## config.mk

```make
export PLATFORM = sky130hd
export DESIGN_NAME = mct_timer
export DESIGN_NICKNAME = d
export VERILOG_FILES = /design/src/pkg/mct_pkg.sv /design/src/rtl/mct_timer.sv
export SDC_FILE = /design/constraint.sdc
export NUM_CORES = 1
export LEC_CHECK = 0
export ABC_AREA = 1
export BUFFER_PORTS_ARGS = -buffer_cell sky130_fd_sc_hd__buf_2
export CAP_MARGIN = 20
export CORE_UTILIZATION = 46
export DETAILED_ROUTE_END_ITERATION = 6
export PLACE_DENSITY = 0.77
export SKIP_LAST_GASP = 1
export SYNTH_ARGS = -nofsm -noshare
export SYNTH_HDL_FRONTEND = slang
export SYNTH_SLANG_ARGS = --single-unit
export TNS_END_PERCENT = 20
```

## constraint.sdc

```tcl
create_clock -name MCLK -period 2.05 [get_ports MCLK]
set_input_delay 0.1025 -clock MCLK [delete_from_list [all_inputs] [get_ports MCLK]]
set_output_delay 0.1025 -clock MCLK [all_outputs]
set_load 0.01 [all_outputs]
```

## src/pkg/mct_pkg.sv

```systemverilog
// constants for the match/capture counter-timer
package mct_pkg;
    localparam int CNT_W_DEFAULT = 32;  // counter width; 16 for the narrow instances
    localparam int NUM_CAP       = 4;   // capture channels per timer
    localparam int NUM_MATCH     = 4;   // match registers per timer
    localparam int PIN_CAPS      = 3;   // capture channels fed from pins
    localparam int CMP_CAP_IDX   = 3;   // capture channel fed by comparator_result
    // external match output actions
    localparam logic [1:0] EMA_NONE   = 2'h0;
    localparam logic [1:0] EMA_LOW    = 2'h1;
    localparam logic [1:0] EMA_HIGH   = 2'h2;
    localparam logic [1:0] EMA_TOGGLE = 2'h3;
    // capture edge select bits
    localparam int CAPSEL_RISE = 0;
    localparam int CAPSEL_FALL = 1;
    // counter mode edge select
    localparam logic [1:0] CM_TIMER = 2'h0;
    localparam logic [1:0] CM_RISE  = 2'h1;
    localparam logic [1:0] CM_FALL  = 2'h2;
    localparam logic [1:0] CM_BOTH  = 2'h3;
endpackage : mct_pkg

```

## src/rtl/mct_timer.sv

```systemverilog
// match/capture counter-timer core with prescaler, captures and match outputs
`timescale 1ns/1ns
// Contract
// - counter and prescaler come in 32-bit or 16-bit width per instance
// - timer mode counts system clock cycles divided by the prescaler
// - software programmable prescaler as wide as the counter
// - selectable timer mode or counter mode counting external input events
// - four capture channels copy the counter on a selected input transition
// - each capture event may raise an interrupt under a per-channel enable
// - three captures come from pins, one from the comparator result
// - four match registers; continuous match keeps counting, optional interrupt
// - stop match halts the counter, optional interrupt
// - reset match returns the counter to zero, optional interrupt
// - four match outputs go low, high, toggle or stay on match
module mct_timer import mct_pkg::*; #(
    parameter int CNT_W = CNT_W_DEFAULT                  // counter and prescaler width
) (
    input  wire logic                    MCLK,           // system clock
    input  wire logic                    NRST,           // async reset, active low
    input  wire logic                    COUNT_ENABLE,   // counting allowed
    input  wire logic                    COUNT_RESET,    // hold counters at zero
    input  wire logic [1:0]              COUNT_MODE,     // timer or counter edge select
    input  wire logic [1:0]              COUNT_SRC_SEL,  // capture channel used as count input
    input  wire logic [CNT_W-1:0]        PRESCALE_MAX,   // prescaler terminal value
    input  wire logic [PIN_CAPS-1:0]     CAP_PIN,        // capture pins, asynchronous
    input  wire logic                    COMPARATOR_RESULT, // comparator output, async
    input  wire logic [2*NUM_CAP-1:0]    CAP_EDGE_SEL,   // per channel rise/fall enable
    input  wire logic [NUM_CAP-1:0]      CAP_IRQ_EN,     // per channel interrupt enable
    input  wire logic [NUM_MATCH*CNT_W-1:0] MATCH_VAL,   // match values, packed
    input  wire logic [NUM_MATCH-1:0]    MATCH_IRQ_EN,   // interrupt on match
    input  wire logic [NUM_MATCH-1:0]    MATCH_RESET_EN, // reset counter on match
    input  wire logic [NUM_MATCH-1:0]    MATCH_STOP_EN,  // stop counter on match
    input  wire logic [2*NUM_MATCH-1:0]  MATCH_ACTION,   // output action per match
    input  wire logic [NUM_MATCH-1:0]    EXT_MATCH_CLR,  // clear pulse per match output
    output logic      [CNT_W-1:0]        COUNT,          // main counter
    output logic      [CNT_W-1:0]        PRESCALE_COUNT, // prescaler counter
    output logic                         RUNNING,        // counter enabled, not stopped
    output logic      [NUM_CAP*CNT_W-1:0] CAP_VAL,       // capture registers, packed
    output logic      [NUM_MATCH-1:0]    EXT_MATCH,      // external match outputs
    output logic      [NUM_CAP-1:0]      CAP_IRQ,        // capture event pulses
    output logic      [NUM_MATCH-1:0]    MATCH_IRQ       // match event pulses
);
    // ------------------------------------------------------------
    // input synchronisers
    // ------------------------------------------------------------
    logic [NUM_CAP-1:0] sync1_r;
    logic [NUM_CAP-1:0] sync2_r;
    logic [NUM_CAP-1:0] prev_r;
    wire  [NUM_CAP-1:0] raw_in = {COMPARATOR_RESULT, CAP_PIN};

    // two flops per asynchronous input, a third to find edges
    always_ff @(posedge MCLK or negedge NRST) begin
        if (!NRST) begin
            sync1_r <= '0;
            sync2_r <= '0;
            prev_r  <= '0;
        end else begin
            sync1_r <= raw_in;
            sync2_r <= sync1_r;
            prev_r  <= sync2_r;
        end
    end

    wire [NUM_CAP-1:0] rise_w = sync2_r & ~prev_r;
    wire [NUM_CAP-1:0] fall_w = ~sync2_r & prev_r;

    // ------------------------------------------------------------
    // count source selection
    // ------------------------------------------------------------
    logic                 stopped_r;
    wire                  ev_rise  = rise_w[COUNT_SRC_SEL];
    wire                  ev_fall  = fall_w[COUNT_SRC_SEL];
    wire                  timer_md = (COUNT_MODE == CM_TIMER);
    // counter mode advances the prescaler on the chosen external edges
    wire                  ext_tick = (COUNT_MODE == CM_RISE && ev_rise) ||
                                     (COUNT_MODE == CM_FALL && ev_fall) ||
                                     (COUNT_MODE == CM_BOTH && (ev_rise || ev_fall));
    wire                  run_w    = COUNT_ENABLE && !stopped_r && !COUNT_RESET;
    wire                  pre_tick = run_w && (timer_md || ext_tick);
    wire                  pre_term = (PRESCALE_COUNT == PRESCALE_MAX);
    wire                  cnt_tick = pre_tick && pre_term;

    // ------------------------------------------------------------
    // match decode
    // ------------------------------------------------------------
    logic [NUM_MATCH-1:0] hit_w;
    genvar gm;
    generate
        for (gm = 0; gm < NUM_MATCH; gm++) begin : g_match
            // a match fires when the counter is about to leave the matched value
            assign hit_w[gm] = cnt_tick && (COUNT == MATCH_VAL[gm*CNT_W +: CNT_W]);
        end
    endgenerate
    wire any_reset = |(hit_w & MATCH_RESET_EN);
    wire any_stop  = |(hit_w & MATCH_STOP_EN);

    // ------------------------------------------------------------
    // prescaler and main counter
    // ------------------------------------------------------------
    wire [CNT_W-1:0] pre_nxt = pre_term ? '0 : PRESCALE_COUNT + 1'b1;
    wire [CNT_W-1:0] cnt_nxt = any_reset ? '0 : COUNT + 1'b1;

    // reset match takes priority over plain increment; stop freezes value
    always_ff @(posedge MCLK or negedge NRST) begin
        if (!NRST) begin
            PRESCALE_COUNT <= '0;
            COUNT          <= '0;
        end else if (COUNT_RESET) begin
            PRESCALE_COUNT <= '0;
            COUNT          <= '0;
        end else if (pre_tick) begin
            PRESCALE_COUNT <= pre_nxt;
            if (cnt_tick)
                COUNT <= cnt_nxt;
        end
    end

    // stop latch; cleared when software drops the enable
    always_ff @(posedge MCLK or negedge NRST) begin
        if (!NRST)
            stopped_r <= 1'b0;
        else if (any_stop)
            stopped_r <= 1'b1;
        else if (!COUNT_ENABLE)
            stopped_r <= 1'b0;
    end

    always_ff @(posedge MCLK or negedge NRST) begin
        if (!NRST)
            RUNNING <= 1'b0;
        else
            RUNNING <= COUNT_ENABLE && !any_stop && !stopped_r && !COUNT_RESET;
    end

    // ------------------------------------------------------------
    // captures and match outputs, one slice per channel
    // ------------------------------------------------------------
    logic [NUM_CAP-1:0] cap_ev_w;
    genvar gc;
    generate
        for (gc = 0; gc < NUM_CAP; gc++) begin : g_cap
            assign cap_ev_w[gc] = (CAP_EDGE_SEL[2*gc+CAPSEL_RISE] && rise_w[gc]) ||
                                  (CAP_EDGE_SEL[2*gc+CAPSEL_FALL] && fall_w[gc]);
            always_ff @(posedge MCLK or negedge NRST) begin
                if (!NRST) begin
                    CAP_VAL[gc*CNT_W +: CNT_W] <= '0;
                    CAP_IRQ[gc]                <= 1'b0;
                end else begin
                    if (cap_ev_w[gc])
                        CAP_VAL[gc*CNT_W +: CNT_W] <= COUNT;
                    CAP_IRQ[gc] <= cap_ev_w[gc] && CAP_IRQ_EN[gc];
                end
            end
        end
        for (gm = 0; gm < NUM_MATCH; gm++) begin : g_emo
            wire [1:0] act = MATCH_ACTION[2*gm +: 2];
            // a match action wins over a simultaneous software clear
            always_ff @(posedge MCLK or negedge NRST) begin
                if (!NRST) begin
                    EXT_MATCH[gm] <= 1'b0;
                    MATCH_IRQ[gm] <= 1'b0;
                end else begin
                    MATCH_IRQ[gm] <= hit_w[gm] && MATCH_IRQ_EN[gm];
                    if (hit_w[gm] && act != EMA_NONE) begin
                        unique case (act)
                            EMA_LOW:    EXT_MATCH[gm] <= 1'b0;
                            EMA_HIGH:   EXT_MATCH[gm] <= 1'b1;
                            EMA_TOGGLE: EXT_MATCH[gm] <= ~EXT_MATCH[gm];
                            default:    EXT_MATCH[gm] <= EXT_MATCH[gm];
                        endcase
                    end else if (EXT_MATCH_CLR[gm]) begin
                        EXT_MATCH[gm] <= 1'b0;
                    end
                end
            end
        end
    endgenerate

    // ------------------------------------------------------------
    // assertions: per channel captures and match outputs
    // ------------------------------------------------------------
    // every channel gets the same checks, so a fault confined to one slice of
    // the packed vectors is still caught, except in capture copy (checked on
    // slices 0 and 3 only) and the toggle action (checked on slice 0 only)
    genvar gq;
    genvar gk;
    generate
        for (gq = 0; gq < NUM_CAP; gq++) begin : g_cap_chk

        end
        for (gk = 0; gk < NUM_MATCH; gk++) begin : g_match_chk
            wire [1:0] act_k = MATCH_ACTION[2*gk +: 2];

        end
    endgenerate
endmodule : mct_timer

```

* Word level (Yosys, flattened, before mapping) *
Cells that the tools add are included.

word-level totals
  register bits after elaboration = 218
  latch bits = 0
  bits in writable memories = 0
  memory bits (read-only) = 0
  input port bits = 208
  output and inout port bits = 205
  logic and storage cells = 149
  memories = 0

operators by class
  add/sub/neg operators = 2
  $mul = 0
  div/mod/pow operators = 0
  $lt $le $gt $ge = 1
  equal/unequal tests = 25
  shift-type cells = 0
  muxes and demuxes = 25
  bitwise operators = 10
  reductions and logical operators = 63

operators by type and width
  kind                                                  count
  two-way mux 32 bit                                    7
  equality test 32 bit                                  5
  adder 32 x 1 -> 32 bit (second input constant)        2
  logical AND 1 bit                                     34
  equality test 2 bit (second input constant)           10
  nonzero test 2 bit                                    10
  bitwise AND 4 bit                                     4
  != test 4 x 1 -> 1 bit (second input constant)        4
  two-way mux 1 bit                                     12
  one-hot mux 1 bit (3 select lines)                    4
  equality test 2 x 1 -> 1 bit (second input constant)  5
  AND reduction 2 bit                                   5
  logical OR 1 bit                                      8
  inverter 4 bit                                        2
  OR reduction 4 bit                                    2
  binary-select mux 1 bit (select 2 bit)                2
  inverter 1 bit                                        4
  logical NOT 1 bit                                     3
  < comparator 2 x 3 -> 1 bit (second input constant)   1
  logical NOT 2 bit                                     1
  != test 2 x 1 -> 1 bit (second input constant)        1

* Logic depth before layout (Yosys ltp) *
  word-level depth = 17
  depth in mapped cells = 16

* Worst setup path after synthesis *
Ideal clock, no wire load.

  kind = reg2reg
  start point = register PRESCALE_COUNT[15]
  end point = register COUNT[0]
  setup time = 0.122 ns
  arrival = 1.886 ns
  setup slack = 0.043 ns
  stages on the path, launching flop included = 16
  path buffers = 3
  period minus slack after synthesis = 2.007 ns
  cells stage by stage = dfrtp_1 buf_2 xnor2_1 nand2_1 nor2_1 nand2_1 nor2_2 nand2_4 nor2_8 buf_12 nand3_4 nand2_4 nor2_8 nand2_8 buf_8 a21oi_2

between the ends
  longest elaborated chain between the ends = 9
  elaborated cells on any way between the ends = 14

RTL lines
  item                      line              text
  start, declared           mct_timer.sv:36   output logic [CNT_W-1:0] PRESCALE_COUNT,
  start signal, assigned    mct_timer.sv:112  PRESCALE_COUNT <= pre_nxt;
  equality test 32 bit (*)  mct_timer.sv:80   wire pre_term = (PRESCALE_COUNT == PRESCALE_MAX);
  logical AND 1 bit (*)     mct_timer.sv:81   wire cnt_tick = pre_tick && pre_term;
  logical AND 1 bit         mct_timer.sv:91   assign hit_w[gm] = cnt_tick && (COUNT == MATCH_VAL[gm*CNT_W +: CNT_W]);
  bitwise AND 4 bit         mct_timer.sv:94   wire any_reset = |(hit_w & MATCH_RESET_EN);
  OR reduction 4 bit        mct_timer.sv:94
  two-way mux 32 bit        mct_timer.sv:101  wire [CNT_W-1:0] cnt_nxt = any_reset ? '0 : COUNT + 1'b1;
  two-way mux 32 bit        mct_timer.sv:113  if (cnt_tick)
  two-way mux 32 bit        mct_timer.sv:111  end else if (pre_tick) begin
  two-way mux 32 bit        mct_timer.sv:108  end else if (COUNT_RESET) begin
  end signal, assigned      mct_timer.sv:114  COUNT <= cnt_nxt;
  end, declared             mct_timer.sv:35   output logic [CNT_W-1:0] COUNT,

Every way passes the cells marked *; elsewhere a longest branch is shown, timed or not. The select of a mux whose other input is x is not followed.
A chain may end at the register's enable or synchronous reset.

* Worst setup path in the final report *
  start point = register PRESCALE_COUNT[29]
  end point = register EXT_MATCH[1]

between the ends
  longest elaborated chain between the ends = 6
  elaborated cells on any way between the ends = 8

RTL lines
  item                                                                    line              text
  equality test 32 bit (*)                                                mct_timer.sv:80
  logical AND 1 bit (*)                                                   mct_timer.sv:81
  logical AND 1 bit (*)                                                   mct_timer.sv:91
  logical AND 1 bit (*)                                                   mct_timer.sv:164  if (hit_w[gm] && act != EMA_NONE) begin
  != test 4 x 1 -> 1 bit (no line) or nonzero test 2 bit (tied branches)  n/a
  AND reduction 2 bit (no line)                                           n/a
  end signal, assigned by index                                           mct_timer.sv:168  EMA_TOGGLE: EXT_MATCH[gm] <= ~EXT_MATCH[gm];
  end signal, assigned by index                                           mct_timer.sv:169  default: EXT_MATCH[gm] <= EXT_MATCH[gm];
  end, declared                                                           mct_timer.sv:39   output logic [NUM_MATCH-1:0] EXT_MATCH,

Every way passes the cells marked *; elsewhere a longest branch is shown, timed or not.

==> results.yml <==
outcome:
  outcome: "finished, violations left"
  violations: "setup timing"
clocking:
  clock_latency_ns: 0.52
  clk_path_buf_depth: 3
  htree_levels: 1
  numClockSinks: 218
  clk_pin_slew_worst_paths_ns: 0.06
  cts_buffers: 24
  cts_tree: "built"
  cts_root_buf: "clkbuf_16"
route:
  drcViolationCount: 0
  antenna_left: 0
  routed_wl_um: 43400
  num_vias: 12300
  drt_first_pass_iters: 6
  viasPerCell: 5.29
  detail_route.wl_per_cell_um: 18.7
  drtIter0Drc: 1123
die:
  die_area_um2: 26500
  core_area_um2: 25300
  ios: 413
  die_h_um: 163
  rows: 58
  die_w_um: 163
  initial_utilization: 0.471
place:
  portBuffers: 412
  gp_congestion: 0.898
  dp_slack_ns: -0.272
  place_hpwl_um: 32500
synth:
  syn-cell-area_um2: 11900
  yosysWarnings: 0
  async_reset_ff_frac: 1.00
  ys_seq_elements: 218
  ys_seq_area_frac: 0.459
  postSynthAreaPerCell_um2: 8.46
  postSynthCellCount: 1405
  syn_nets: 1624
  synth-edff-count: 0
  synthFlopType: "dfrtp_1"
  yosysUniqueCellTypes: 48
power:
  p_total_w: 0.0118
  power_density_nw_per_um2: 688
  ir_drop_uv: 674
  leakage_nw: 8.10
timing:
  rsz0062_at_grt: "true"
  fin_crit_ns: 2.10
  tightest_slew_ns: 0.497
  drv_slew: 0
  tns_ns: -0.118
  max_freq_ghz: 0.477
  hold_viol: 0
  finalSetupViolations: 4
  fin_ws_ns: -0.0466
  relSlewSlack: 0.669
  timing.final.crit_share: 1.02
  fin_skew_ns: 0.0123
critical_path:
  cp-startpoint: "PRESCALE_COUNT[29]"
  r2r-end: "EXT_MATCH[1]"
  arrival_ns: 2.54
  critPathKind: "register to register"
  r2r_slack_ns: -0.05
  worstRegToRegCells: 16
  path_max_fanout: 8
  critPathLaunchType: "register"
  timing.rr.start: "PRESCALE_COUNT[29]"
  crit_path_end_kind: "register"
  cp.required_ns: 2.49
  worstSetupEndpoint: "EXT_MATCH[1]"
global_routing:
  grt_max_degree: 65
  grt_usage: 0.314
  antenna_found_initial: 3
  grt_overflow: 0
  grt_pass1_wl_um: 64300
  grt_pass1_vias: 11900
run:
  drv_cap: 0
final_layout:
  fin_util: 0.676
  syn2layout_area_growth_pct: 43.6
  drive_gt1_frac: 0.391
  final_nets: 2193
hold_path:
  hp-class: "input port to register"
worst max-delay path, cell delays in order, from the launching register on:
cell and delay (ns):
dfrtp_1 0.43, inv_2 0.09, nand2_1 0.06, nand2_1 0.08, nand2_1 0.06, nor2_1 0.11
nand2_1 0.10, nor2_4 0.18, nand2_4 0.09, nor2_8 0.17, buf_8 0.16, nand2_4 0.06
nor2_4 0.14, nand2_2 0.07, o21ai_2 0.07, nand2_1 0.07, o21ai_1 0.08
cell usage after synthesis (3+ instances only):
library cell / count / share of area
nand3_2: 3 / 0.0025
o21ai_0: 36 / 0.015
nand2_1: 183 / 0.058
clkbuf_1: 26 / 0.0082
nor3_1: 26 / 0.011
nor2_2: 7 / 0.0037
buf_4: 3 / 0.0019
nand2_2: 5 / 0.0026
ha_1: 11 / 0.012
mux2_2: 4 / 0.0038
xnor2_1: 146 / 0.11
buf_6: 3 / 0.0028
nand3_1: 64 / 0.027
o22ai_1: 10 / 0.0053
a21boi_0: 4 / 0.0025
nor4_1: 7 / 0.0037
o21ai_2: 19 / 0.014
xor2_1: 34 / 0.025
dfrtp_1: 218 / 0.46
nand4_1: 49 / 0.026
inv_1: 116 / 0.037
o21ai_1: 3 / 0.0013
buf_2: 32 / 0.013
a21oi_1: 138 / 0.058
inv_2: 7 / 0.0022
nor2_1: 219 / 0.069
layout by cell type, fill, tap and decap left out, types with 12 or more instances in the layout:
cell | synthesis | layout
xor2_1 | 34 | 34
dfrtp_2 | 0 | 21
inv_1 | 116 | 108
dfrtp_1 | 218 | 197
dlygate4sd3_1 | 0 | 30
buf_12 | 1 | 14
nand4_1 | 49 | 49
xnor2_1 | 146 | 137
nand2_1 | 183 | 168
a21oi_1 | 138 | 138
o21ai_2 | 19 | 22
nor2_2 | 7 | 19
buf_4 | 3 | 147
nand3_2 | 3 | 12
buf_2 | 32 | 411
nor3_1 | 26 | 22
inv_2 | 7 | 13
nand2_2 | 5 | 15
nor2_4 | 0 | 15
o21ai_1 | 3 | 13
nand3_1 | 64 | 54
nor2_1 | 219 | 192
clkbuf_16 | 0 | 24
o21ai_0 | 36 | 23
state kept, by name (all words and copies together) (netlist names):
register / count
RUNNING: 1
prev_r: 4
EXT_MATCH: 4
stopped_r: 1
COUNT: 32
sync1_r: 4
PRESCALE_COUNT: 32
MATCH_IRQ: 4
sync2_r: 4
CAP_IRQ: 4
CAP_VAL: 128
stage by stage:
stage | instances | hold WS (ns) | instance area [um2]
final | 2322 | 0.0310 | 17100
after global routing | 2322 | 0.0281 | 17100
after CTS | 2298 | 0.0156 | 16500
after detailed placement | 2220 | 0.0739 | 15200
after global placement | 2220 | 0.0707 | 15200
after floorplan | 1405 | -0.193 | 11900
power breakdown:
part           total [W]  internal (W)  switching, W
logic            0.00219      0.000952       0.00124
registers        0.00500       0.00474      0.000259
clock network    0.00456       0.00276       0.00180
total             0.0118       0.00846       0.00330
worst min path at each step:
stage,cells after the start,to,from,slack [ns]
2_1_floorplan,0,CAP_IRQ[0],NRST,-0.19
3_3_place_gp,1,CAP_VAL[20],NRST,0.07
3_5_place_dp,1,CAP_VAL[117],NRST,0.07
4_1_cts,4,CAP_VAL[61],CAP_EDGE_SEL[3],0.02
5_1_grt,4,CAP_VAL[95],CAP_EDGE_SEL[5],0.03
6_report,4,CAP_VAL[95],CAP_EDGE_SEL[5],0.03
routing by layer:
metal,wire (um),global-route usage,vias up
met5,13,0,-
met4,1280,0.0998,2
met3,3560,0.0718,93
met2,21500,0.538,580
met1,17000,0.391,5914
li1,-,-,5688
area by class of cell:
cell class              instances  area (um2)
clock buffers                  31         657
diodes                          2        5.00
repair buffers                610        3840
clock inverters                11         169
flip-flops and latches        218        5480
well taps                     330         413
fillers                      2001        8180
inverters                     124         470
multi-input cells             996        6040
what timing repair did:
| item | in CTS | in global routing |
|---|---|---|
| cloned | 1 | 0 |
| setup endpoints to repair | 46 | 61 |
| hold endpoints to repair | 215 | 0 |
| pin swaps | 14 | 59 |
| hold buffers | 30 | 0 |
| gates resized for setup | 44 | 103 |
| setup buffers | 5 | 22 |
kinds of logic after synthesis:
| group | Yosys count | share of synthesized area |
|---|---|---|
| mux | 4 | 0.00379 |
| xor+xnor | 180 | 0.133 |
| simple gates | 578 | 0.219 |
| fa+ha+maj | 11 | 0.0116 |
| compound gates | 222 | 0.104 |
| buf+inv | 192 | 0.0701 |
| flops | 218 | 0.459 |
No activity file was read; power rests on OpenSTA's default activity.
